File: src/usl_pkg.sv
// Package for the unit scaling and local/remote select block.
package usl_pkg;

  // ----------------------------------------------------------------
  // Register map (byte addresses)
  // ----------------------------------------------------------------
  localparam logic [11:0] ADDR_UNIT_SEL     = 12'h000;
  localparam logic [11:0] ADDR_FULL_SCALE   = 12'h004;
  localparam logic [11:0] ADDR_KEY_DISABLE  = 12'h008;
  localparam logic [11:0] ADDR_SRC_CFG      = 12'h00c;
  localparam logic [11:0] ADDR_STATUS       = 12'h010;
  localparam logic [11:0] ADDR_FB_MONITOR   = 12'h014;

  // ----------------------------------------------------------------
  // Field widths, limits and reset values
  // ----------------------------------------------------------------
  localparam int UNIT_W  = 5;
  localparam int SCALE_W = 14;
  localparam int FB_W    = 12;
  localparam logic [4:0]  UNIT_MAX        = 5'h19;
  localparam logic [4:0]  UNIT_FMT        = 5'h00;
  localparam logic [4:0]  UNIT_PERCENT    = 5'h01;
  localparam logic [13:0] SCALE_MIN       = 14'h000a;
  localparam logic [13:0] SCALE_MAX       = 14'h270f;
  localparam logic [13:0] PERCENT_MAX     = 14'h2710;
  localparam logic [4:0]  UNIT_RST        = 5'h00;
  localparam logic [13:0] SCALE_RST       = 14'h0064;
  localparam logic [1:0]  SRC_KEYPAD      = 2'h0;
  localparam logic [FB_W-1:0] FB_FULL     = 12'hfff;

  // Source config register fields.
  localparam int SRC_RUN_LSB  = 0;
  localparam int SRC_FREQ_LSB = 4;
  localparam int SRC_AIN_BIT  = 8;
  localparam int SRC_FMT_LSB  = 12;

  // Display format codes.
  localparam logic [1:0] FMT_EXTERNAL = 2'h0;
  localparam logic [1:0] FMT_PERCENT  = 2'h1;
  localparam logic [1:0] FMT_INTEGER  = 2'h2;

  typedef enum logic [1:0] {
    MODE_IDLE   = 2'b00,
    MODE_REMOTE = 2'b01,
    MODE_LOCAL  = 2'b10
  } usl_mode_e;

  typedef struct packed {
    logic [1:0] run_src;
    logic [1:0] freq_src;
    logic       run_led;
    logic       ref_led;
  } usl_src_s;

  typedef struct packed {
    logic [4:0]  unit_sel;
    logic [13:0] full_scale;
    logic        key_disable;
    logic [1:0]  run_sel;
    logic [1:0]  freq_sel;
    logic        ain_sel;
    logic [3:0]  disp_fmt_cfg;
    usl_mode_e   mode;
    logic        key_prev;
    logic        jog;
    usl_src_s    src;
    logic [1:0]  disp_fmt;
    logic [13:0] disp_max;
    logic [13:0] fb_mon;
    logic        pready;
    logic [31:0] prdata;
    logic        pslverr;
  } usl_state_s;

endpackage : usl_pkg

File: src/usl_top.sv
// Unit scaling and local/remote key control with an APB register slave.
//
// Added by the designer: the register offsets and the APB interface to the registers.
`timescale 1ns/1ps
`default_nettype none
// Operation
// - The unit selection register holds codes 0 to 25 and applies to normal and PID use alike.
// - Code 0 lets the frequency display-format setting rule, codes 1 to 25 override it.
// - Code 0 and 1 give a 100.00 maximum for feedback, code 1 showing percent; codes 2 to 25 show integers capped at full scale.
// - Each unit code maps to a fixed unit label, 25 meaning no unit.
// - Full scale is 10 to 9999 and caps every engineering value when the unit code is above 1.
// - The feedback monitor scales the selected analog input and reads zero with PID disabled.
// - Key-disable 0 makes the key a local/remote switch, 1 makes it a jog key.
// - Remote uses the configured sources, local takes both from the keypad.
// - In remote each LED lights for a nonzero source, in local both are dark.
// - With the switch enabled the block starts in remote after reset.
// - A local/remote change is accepted only while the drive is stopped.
// - The switch is disabled when both source selections are zero.
// - Jog is honoured only while stopped with the run source on the keypad.

module usl_top
  import usl_pkg::*;
(
  input  wire logic              pclk,
  input  wire logic              presetn,
  input  wire logic              psel,
  input  wire logic              penable,
  input  wire logic              pwrite,
  input  wire logic [11:0]       paddr,
  input  wire logic [31:0]       pwdata,
  output logic                   pready,
  output logic [31:0]            prdata,
  output logic                   pslverr,
  input  wire logic              key_in,
  input  wire logic              drive_running,
  input  wire logic              pid_enable,
  input  wire logic [FB_W-1:0]   current_analog_input,
  input  wire logic [FB_W-1:0]   voltage_analog_input,
  output logic [1:0]             run_source_select_out,
  output logic [1:0]             frequency_source_select_out,
  output logic                   run_source_indicator,
  output logic                   ref_source_indicator,
  output logic                   jog_request,
  output logic [1:0]             display_format,
  output logic [13:0]            display_max,
  output logic [13:0]            feedback_monitor_value
);

  // ----------------------------------------------------------------
  // Pin synchronisers
  // ----------------------------------------------------------------
  // The key and run state come from the panel, so both are retimed.
  logic [1:0] key_sync;
  logic [1:0] run_sync;
  logic [1:0] pid_sync;
  always_ff @(posedge pclk or negedge presetn) begin
    if (!presetn) begin
      key_sync <= 2'h0;
      run_sync <= 2'h0;
      pid_sync <= 2'h0;
    end else begin
      key_sync <= {key_sync[0], key_in};
      run_sync <= {run_sync[0], drive_running};
      pid_sync <= {pid_sync[0], pid_enable};
    end
  end
  logic key_s, running_s, pid_s;
  assign key_s     = key_sync[1];
  assign running_s = run_sync[1];
  assign pid_s     = pid_sync[1];

  // ----------------------------------------------------------------
  // Helpers
  // ----------------------------------------------------------------
  function automatic usl_src_s route_src(input usl_mode_e m, input logic [1:0] rs, input logic [1:0] fs);
    usl_src_s r;
    r = '0;
    if (m == MODE_LOCAL) begin
      r.run_src  = SRC_KEYPAD;
      r.freq_src = SRC_KEYPAD;
    end else begin
      r.run_src  = rs;
      r.freq_src = fs;
      r.run_led  = (rs != SRC_KEYPAD);
      r.ref_led  = (fs != SRC_KEYPAD);
    end
    return r;
  endfunction : route_src

  // Integer scaling of a 12-bit input onto the display range.
  function automatic logic [13:0] scale_fb(input logic [FB_W-1:0] v, input logic [13:0] maxv);
    logic [25:0] p;
    p = 26'(v) * 26'(maxv);
    return 14'(p / 26'(FB_FULL));
  endfunction : scale_fb

  // ----------------------------------------------------------------
  // State
  // ----------------------------------------------------------------
  usl_state_s st_reg, st_next;
  logic       wr_en, rd_en;
  logic       key_rise, switch_ok;
  logic [13:0] cap_max, fb_raw;

  assign wr_en = psel && penable && pwrite && !st_reg.pready;
  assign rd_en = psel && penable && !pwrite && !st_reg.pready;
  assign key_rise = key_s && !st_reg.key_prev;
  // A change while running could swap sources under a live motor.
  assign switch_ok = !st_reg.key_disable && !running_s &&
                     !(st_reg.run_sel == SRC_KEYPAD && st_reg.freq_sel == SRC_KEYPAD);

  always_comb begin
    st_next = st_reg;
    st_next.pready   = 1'b0;
    st_next.pslverr  = 1'b0;
    st_next.key_prev = key_s;

    // Register writes.
    if (wr_en) begin
      st_next.pready = 1'b1;
      case (paddr)
        ADDR_UNIT_SEL: begin
          // The code is kept as written; the panel turns it into its unit label.
          if (pwdata[UNIT_W-1:0] <= UNIT_MAX && pwdata[31:UNIT_W] == '0) begin
            st_next.unit_sel = pwdata[UNIT_W-1:0];
          end else begin
            st_next.pslverr = 1'b1;
          end
        end
        ADDR_FULL_SCALE: begin
          if (pwdata[SCALE_W-1:0] >= SCALE_MIN && pwdata[SCALE_W-1:0] <= SCALE_MAX && pwdata[31:SCALE_W] == '0) begin
            st_next.full_scale = pwdata[SCALE_W-1:0];
          end else begin
            st_next.pslverr = 1'b1;
          end
        end
        ADDR_KEY_DISABLE: st_next.key_disable = pwdata[0];
        ADDR_SRC_CFG: begin
          st_next.run_sel      = pwdata[SRC_RUN_LSB +: 2];
          st_next.freq_sel     = pwdata[SRC_FREQ_LSB +: 2];
          st_next.ain_sel      = pwdata[SRC_AIN_BIT];
          st_next.disp_fmt_cfg = pwdata[SRC_FMT_LSB +: 4];
        end
        ADDR_STATUS, ADDR_FB_MONITOR: st_next.pslverr = 1'b1;
        default: st_next.pslverr = 1'b1;
      endcase
    end

    // Register reads.
    if (rd_en) begin
      st_next.pready = 1'b1;
      case (paddr)
        ADDR_UNIT_SEL:    st_next.prdata = 32'(st_reg.unit_sel);
        ADDR_FULL_SCALE:  st_next.prdata = 32'(st_reg.full_scale);
        ADDR_KEY_DISABLE: st_next.prdata = 32'(st_reg.key_disable);
        ADDR_SRC_CFG:     st_next.prdata = {16'h0000, st_reg.disp_fmt_cfg, 3'h0, st_reg.ain_sel,
                                            2'h0, st_reg.freq_sel, 2'h0, st_reg.run_sel};
        ADDR_STATUS:      st_next.prdata = {26'h0, st_reg.jog, (st_reg.mode == MODE_LOCAL),
                                            st_reg.src.ref_led, st_reg.src.run_led, st_reg.disp_fmt};
        ADDR_FB_MONITOR:  st_next.prdata = 32'(st_reg.fb_mon);
        default: begin
          st_next.prdata  = 32'h0000_0000;
          st_next.pslverr = 1'b1;
        end
      endcase
    end

    // Local/remote key and jog.
    case (st_reg.mode)
      MODE_IDLE: st_next.mode = MODE_REMOTE;
      MODE_REMOTE: begin
        if (key_rise && switch_ok) begin
          st_next.mode = MODE_LOCAL;
        end
      end
      MODE_LOCAL: begin
        if (key_rise && switch_ok) begin
          st_next.mode = MODE_REMOTE;
        end
      end
      default: st_next.mode = MODE_REMOTE;
    endcase
    // With the key disabled it becomes a jog key; a held key keeps jogging.
    // The live setting is used so that re-enabling the switch ends a jog at once.
    st_next.jog = st_next.key_disable && key_s && !running_s &&
                  (st_next.run_sel == SRC_KEYPAD);
    st_next.src = route_src(st_next.mode, st_next.run_sel, st_next.freq_sel);

    // Display format and maximum.
    if (st_next.unit_sel == UNIT_FMT) begin
      st_next.disp_fmt = FMT_EXTERNAL;
      st_next.disp_max = PERCENT_MAX;
    end else if (st_next.unit_sel == UNIT_PERCENT) begin
      st_next.disp_fmt = FMT_PERCENT;
      st_next.disp_max = PERCENT_MAX;
    end else begin
      st_next.disp_fmt = FMT_INTEGER;
      st_next.disp_max = st_next.full_scale;
    end

    // Feedback monitor.
    st_next.fb_mon = pid_s ? fb_raw : 14'h0000;
  end

  assign cap_max = st_reg.disp_max;
  assign fb_raw  = scale_fb(st_reg.ain_sel ? current_analog_input : voltage_analog_input, cap_max);

  always_ff @(posedge pclk or negedge presetn) begin
    if (!presetn) begin
      st_reg            <= '0;
      st_reg.unit_sel   <= UNIT_RST;
      st_reg.full_scale <= SCALE_RST;
      st_reg.mode       <= MODE_IDLE;
      st_reg.disp_max   <= PERCENT_MAX;
    end else begin
      st_reg <= st_next;
    end
  end

  assign pready                      = st_reg.pready;
  assign prdata                      = st_reg.prdata;
  assign pslverr                     = st_reg.pslverr;
  assign run_source_select_out       = st_reg.src.run_src;
  assign frequency_source_select_out = st_reg.src.freq_src;
  assign run_source_indicator        = st_reg.src.run_led;
  assign ref_source_indicator        = st_reg.src.ref_led;
  assign jog_request                 = st_reg.jog;
  assign display_format              = st_reg.disp_fmt;
  assign display_max                 = st_reg.disp_max;
  assign feedback_monitor_value      = st_reg.fb_mon;
endmodule : usl_top
`default_nettype wire

File: config.mk
export PLATFORM = sky130hd
export DESIGN_NAME = usl_top
export DESIGN_NICKNAME = d
export VERILOG_FILES = /design/src/usl_pkg.sv /design/src/usl_top.sv
export SDC_FILE = /design/constraint.sdc
export NUM_CORES = 1
export LEC_CHECK = 0
export BUFFER_PORTS_ARGS = -buffer_cell sky130_fd_sc_hd__buf_4
export CAP_MARGIN = 10
export CORE_MARGIN = 10
export CORE_UTILIZATION = 60
export DETAILED_ROUTE_END_ITERATION = 6
export HOLD_SLACK_MARGIN = 0.03
export PLACE_DENSITY = 0.85
export SYNTH_ARGS = -nofsm -noshare
export SYNTH_HDL_FRONTEND = slang
export SYNTH_SLANG_ARGS = --single-unit
File: constraint.sdc
create_clock -name pclk -period 21.6 [get_ports pclk]
set_input_delay 1.08 -clock pclk [delete_from_list [all_inputs] [get_ports pclk]]
set_output_delay 1.08 -clock pclk [all_outputs]
set_load 0.02 [all_outputs]
==> results of run 1 <==
## synth_stat cells (all sizes together) (11+ instances only)
cell type    n  share of area, %
nand2      240               5.7
inv        174               4.1
fa         120                15
nor2       120               2.9
a21oi      104               3.6
and2       100               4.0
buf         93               4.1
dfrtp       85                13
o21ai       84               2.7
ha          67               5.3
clkbuf      54               1.3
nand3       54               1.7
nor3        52               1.9
xnor2       42               2.5
mux2        39               2.8
nand4       36               1.5
a31oi       31               1.3
nor4        28               1.8
o211ai      25               1.2
mux2i       22               1.4
and3        21              0.86
a211oi      20               1.1
xor2        20               1.2
a21o        15              0.71
and4        15              0.83
o31ai       15              0.78
or2         15              0.59
or3         14              0.55
or4         13              0.66
nand2b      12              0.47
a211o       11              0.61
a22oi       11              0.52
o211a       11              0.74
## cell type report
class / instances / area share, %
Sequential cell: 93 / 14.0
Inverter: 174 / 3.91
Clock buffer: 10 / 1.43
Clock inverter: 6 / 0.337
Timing Repair Buffer: 131 / 5.88
Tap cell: 335 / 2.51
Multi-Input combinational cell: 1542 / 72.0
## worst min-delay path by stage
stage / start / end / slack [ns]
after floorplan: key_sync[0] / key_sync[1] / 0.33
after global placement: run_sync[0] / run_sync[1] / 0.34
after detailed placement: run_sync[0] / run_sync[1] / 0.33
after CTS: run_sync[0] / run_sync[1] / 0.35
after global routing: key_sync[0] / key_sync[1] / 0.36
final: run_sync[0] / run_sync[1] / 0.35
## per-layer routing
metal	vias to the layer above	wire, um	track usage, %
li1	6844	-	-
met1	7252	19000	35.9
met2	851	21900	45.0
met3	98	4100	4.77
met4	0	1140	6.77
met5	-	0	0
## layout by cell type, fill, tap and decap left out, types with 22 or more instances in the layout
cell type	n
and2_1	99
buf_4	131
nor2_1	116
mux2i_1	22
mux2_2	38
dfrtp_1	85
nand3_1	54
inv_1	174
nor3_1	45
ha_1	67
fa_1	120
o211ai_1	24
a31oi_1	30
o21ai_0	68
xnor2_1	40
a21oi_1	96
nand2_1	237
nand4_1	35
## stage by stage
stage | cell area [um2] | worst slack (ns) | utilization, % | hold slack (ns) | instances
6_report | 16700 | 2.07 | 64.4 | 0.345 | 2291
5_1_grt | 16700 | 0.770 | 64.4 | 0.361 | 2291
4_1_cts | 16700 | 2.51 | 64.4 | 0.347 | 2291
3_5_place_dp | 16400 | 2.20 | 63.2 | 0.335 | 2275
3_3_place_gp | 16400 | 2.58 | 63.2 | 0.336 | 2275
2_1_floorplan | 15900 | 4.92 | - | 0.331 | 1956
## cells by family after synthesis
kind of cell             count (synthesis)  synth area share (%)
AO/OA/AOI/OAI                          461                  21.5
XOR/XNOR                                63                  3.84
adder cells (fa/ha/maj)                188                  20.5
buffers and inverters                  321                  9.52
flip-flops                              93                  14.8
multiplexers                            62                  4.31
other                                    1                0.0237
AND/OR/NAND/NOR                        752                  25.5
==> metrics.txt, run 1 <==
Worst Setup SP current_analog_input[11]; FF-to-FF End feedback_monitor_value[0]; area of the multi-input gates 12000 um2; total gr overflow 0; gr usage total 27.1%; type of the worst min-delay path flip-flop to flip-flop; crit path launch type input pin; Area growth syn-to-layout 5.71%; RD Place Congestion 0.972; CP Max Fanout 14; CTS root buf clkbuf_16; CP peak stage delay 0.85 ns; vias in the first global route 15000; TNS Setup 0 ns; sequential cell area 2340 um2; share of cells above drive strength 1 14.8%; Final Hold Fails 0; max-slew violation count 0; CTS Sinks 93; CTS tree yes; first-pass GRT wire length 76900 um; endpoint type of the worst setup path flip-flop; Highest Clock Rate 0.0512 GHz; HPWL Detailed 36800 um; worst setup path end feedback_monitor_value[0]; FF-to-FF setup slack 2.10 ns; family with the most delay on the worst path compound AO/OA/AOI/OAI gates; Post-CTS Resized 0; Required @ worst endpoint 21.82 ns; Hold Path Stages 0; FF-to-FF path depth 54; DR vias 15000; IO Count 147; slowest CP cell xnor2_1; CP Buf/Inv Count 5; Post-synth EDFFs 0; reg-to-reg startpoint st_reg[78]; Max-cap violations 0; Die H 182 um; CTS H-tree depth 3; DIE AREA 33300 um2; Residual DRC 0; Post-Synthesis Cells 1941; final setup vio count 0; clk_skew 0.0102 ns; status finished clean; Largest register FFs 32; Worst-Margin Slew 1.19 ns; First-pass DRT Iterations 6; synthesized area per cell 8.15 um2; hold buffers post-CTS 0; Bufs on Longest Clock Path 2; # Post-CTS Setup Buffers 0; routed len/inst 20.2 um; register area share after synthesis 14.8%; starting density of the core 60.9%; Core Area 26000 um2; Nets 2214; WP depth 55; Worst Path Arrival 19.74 ns; Synth Warn # 0; most used cell, CP fa_1; die width 182 um; Clock Latency Late Sink 0.34 ns; number of core rows 59; asr flop ratio synth 100%; total CTS buffers 9; crit share post-route 90.4%; Synth Cell Area 15800 um2; headroom to the max-slew limit 20.4%; ANT nets after route 0; Synth cell types 125; largest net degree at the start of global routing 70; # diodes 0; wirelength, routed 46200 um; number of DRC markers in iteration 0 1624; clock transition at the registers of the reported paths 0.07 ns; Crit Path Category input pin to flip-flop; Most used DFF post-synth dfrtp_1; IO Port Bufs 130; Final min period 19.53 ns; fillcell total 2130; Yosys reg bits 93; vias per inst 6.57; initial antenna violation count 0; RSZ-0062 raised after global routing false
Power of run 1 is left out: the tool's default activity adds up to more than one toggle a clock period on the data nets, which glitch-free logic cannot reach.
==> inputs of run 2 (changes only) <==
--- a/config.mk
+++ b/config.mk
@@ -12,6 +12,7 @@
 export DETAILED_ROUTE_END_ITERATION = 6
 export HOLD_SLACK_MARGIN = 0.03
 export PLACE_DENSITY = 0.85
+export RECOVER_POWER = 100
 export SYNTH_ARGS = -nofsm -noshare
 export SYNTH_HDL_FRONTEND = slang
 export SYNTH_SLANG_ARGS = --single-unit
==> run 2 against run 1 <==
  * The run now ends with capacitance limit, slew limit left
  * Sequential share of layout area is 0.17 points higher
  * Setup slack worse by 0.27 ns
  * Register-to-register slack worse by 0.21 ns
  * Via count is 0.55% higher
  * Flip-flop and latch count stayed put
  * Fmax is 1.4% lower
  * Non-clock buffer count stayed put
  * Critical path depth stayed put
  * Worst hold slack better by 0.0017 ns
  * Die area stayed put
  * Critical endpoint unchanged
==> metrics.txt, run 2 (synthesized netlist as in run 1, its figures left out) <==
status complete, but fails checks; violated checks capacitance limit, slew limit; DR vias 15100; CTS root buf clkbuf_16; die width 182 um; starting density of the core 60.9%; crit path launch type input pin; # diodes 0; first-pass GRT wire length 76900 um; type of the worst min-delay path flip-flop to flip-flop; Nets 2214; RD Place Congestion 0.972; DIE AREA 33300 um2; Residual DRC 0; max-slew violation count 101; CP Max Fanout 14; Area growth syn-to-layout 4.45%; hold buffers post-CTS 0; wirelength, routed 46300 um; FF-to-FF setup slack 1.89 ns; headroom to the max-slew limit -136%; most used cell, CP fa_1; Bufs on Longest Clock Path 2; IO Count 147; Worst-Margin Slew 3.54 ns; CP Buf/Inv Count 5; total CTS buffers 9; ANT nets after route 0; vias per inst 6.60; CTS Sinks 93; RSZ-0062 raised after global routing false; clk_skew 0.0120 ns; number of core rows 59; total gr overflow 0; commonest non-fill, non-tap cell in the layout nand2_1; CTS tree yes; family with the most delay on the worst path compound AO/OA/AOI/OAI gates; gr usage total 27.1%; clock transition at the registers of the reported paths 0.07 ns; crit share post-route 91.6%; Crit Path Category input pin to flip-flop; # Post-CTS Setup Buffers 0; vias in the first global route 15000; final cell count without fillers 2291; endpoint type of the worst setup path flip-flop; IO Port Bufs 130; TNS Setup 0 ns; HPWL Detailed 36800 um; Highest Clock Rate 0.0505 GHz; share of cells above drive strength 1 11.2%; Max-cap violations 2; Required @ worst endpoint 21.82 ns; CP peak stage delay 0.84 ns; routed len/inst 20.2 um; Core Area 26000 um2; Clock Latency Late Sink 0.34 ns; initial antenna violation count 0; final setup vio count 0; Worst Path Arrival 20.01 ns; slowest CP cell xnor2_1; Post-Place Cells 2275; Largest register FFs 32; Die H 182 um; fillcell total 2205; First-pass DRT Iterations 5; Final min period 19.79 ns; number of DRC markers in iteration 0 1676; Final Hold Fails 0; highest-count cells in the layout ignoring fill and taps nand2_1, inv_1, fa_1, nor2_1, a21oi_1; final core utilization 63.6%; largest net degree at the start of global routing 70; Post-CTS Resized 0; CTS H-tree depth 3
==> run 2: metal layers <==
metal	wire, um	global-route usage, %	share of wire, %
met3	4350	4.77	9.4
met4	1270	6.77	2.7
met5	0	0	0
met1	18900	35.9	41
met2	21700	45.0	47
==> run 2: worst paths after layout <==
path | startpoint | endpoint | cells past startpoint
setup / recovery | current_analog_input[8] | feedback_monitor_value[0] | 55
hold / removal | run_sync[0] | run_sync[1] | 0
setup reg to reg | st_reg[78] | feedback_monitor_value[0] | 54
hold reg to reg | run_sync[0] | run_sync[1] | 0
max in group asynchronous | presetn | display_max[12] | 2
min in group asynchronous | presetn | frequency_source_select_out[1] | 1
==> run 2: layout make-up <==
cell class / count / area (um2) / area share, %
inverters: 174 / 653 / 3.95
clock inverters: 6 / 56.3 / 0.341
clock buffers: 10 / 239 / 1.45
flip-flops and latches: 93 / 2340 / 14.1
well taps: 335 / 419 / 2.54
multi-input cells: 1542 / 12000 / 72.8
repair buffers: 131 / 788 / 4.77
==> run 2: metrics by stage <==
step / instance area [um2] / hold slack, ns / setup slack (ns)
after CTS: 16700 / 0.347 / 2.51
after global routing: 16500 / 0.361 / 0.424
after global placement: 16400 / 0.336 / 2.58
after floorplan: 15900 / 0.331 / 4.92
after detailed placement: 16400 / 0.335 / 2.20
final: 16500 / 0.347 / 1.81
==> run 2: worst reg2reg max path, delay by kind of cell, from the launching register on <==
family          cells  cell delay, ns
xor+xnor            2            1.27
compound gates     22            7.56
flops               1            0.67
simple gates       17            5.62
buf+inv             4            0.23
mux                 2            0.83
fa+ha+maj           7            3.39
Power of run 2 is left out for the same reason.
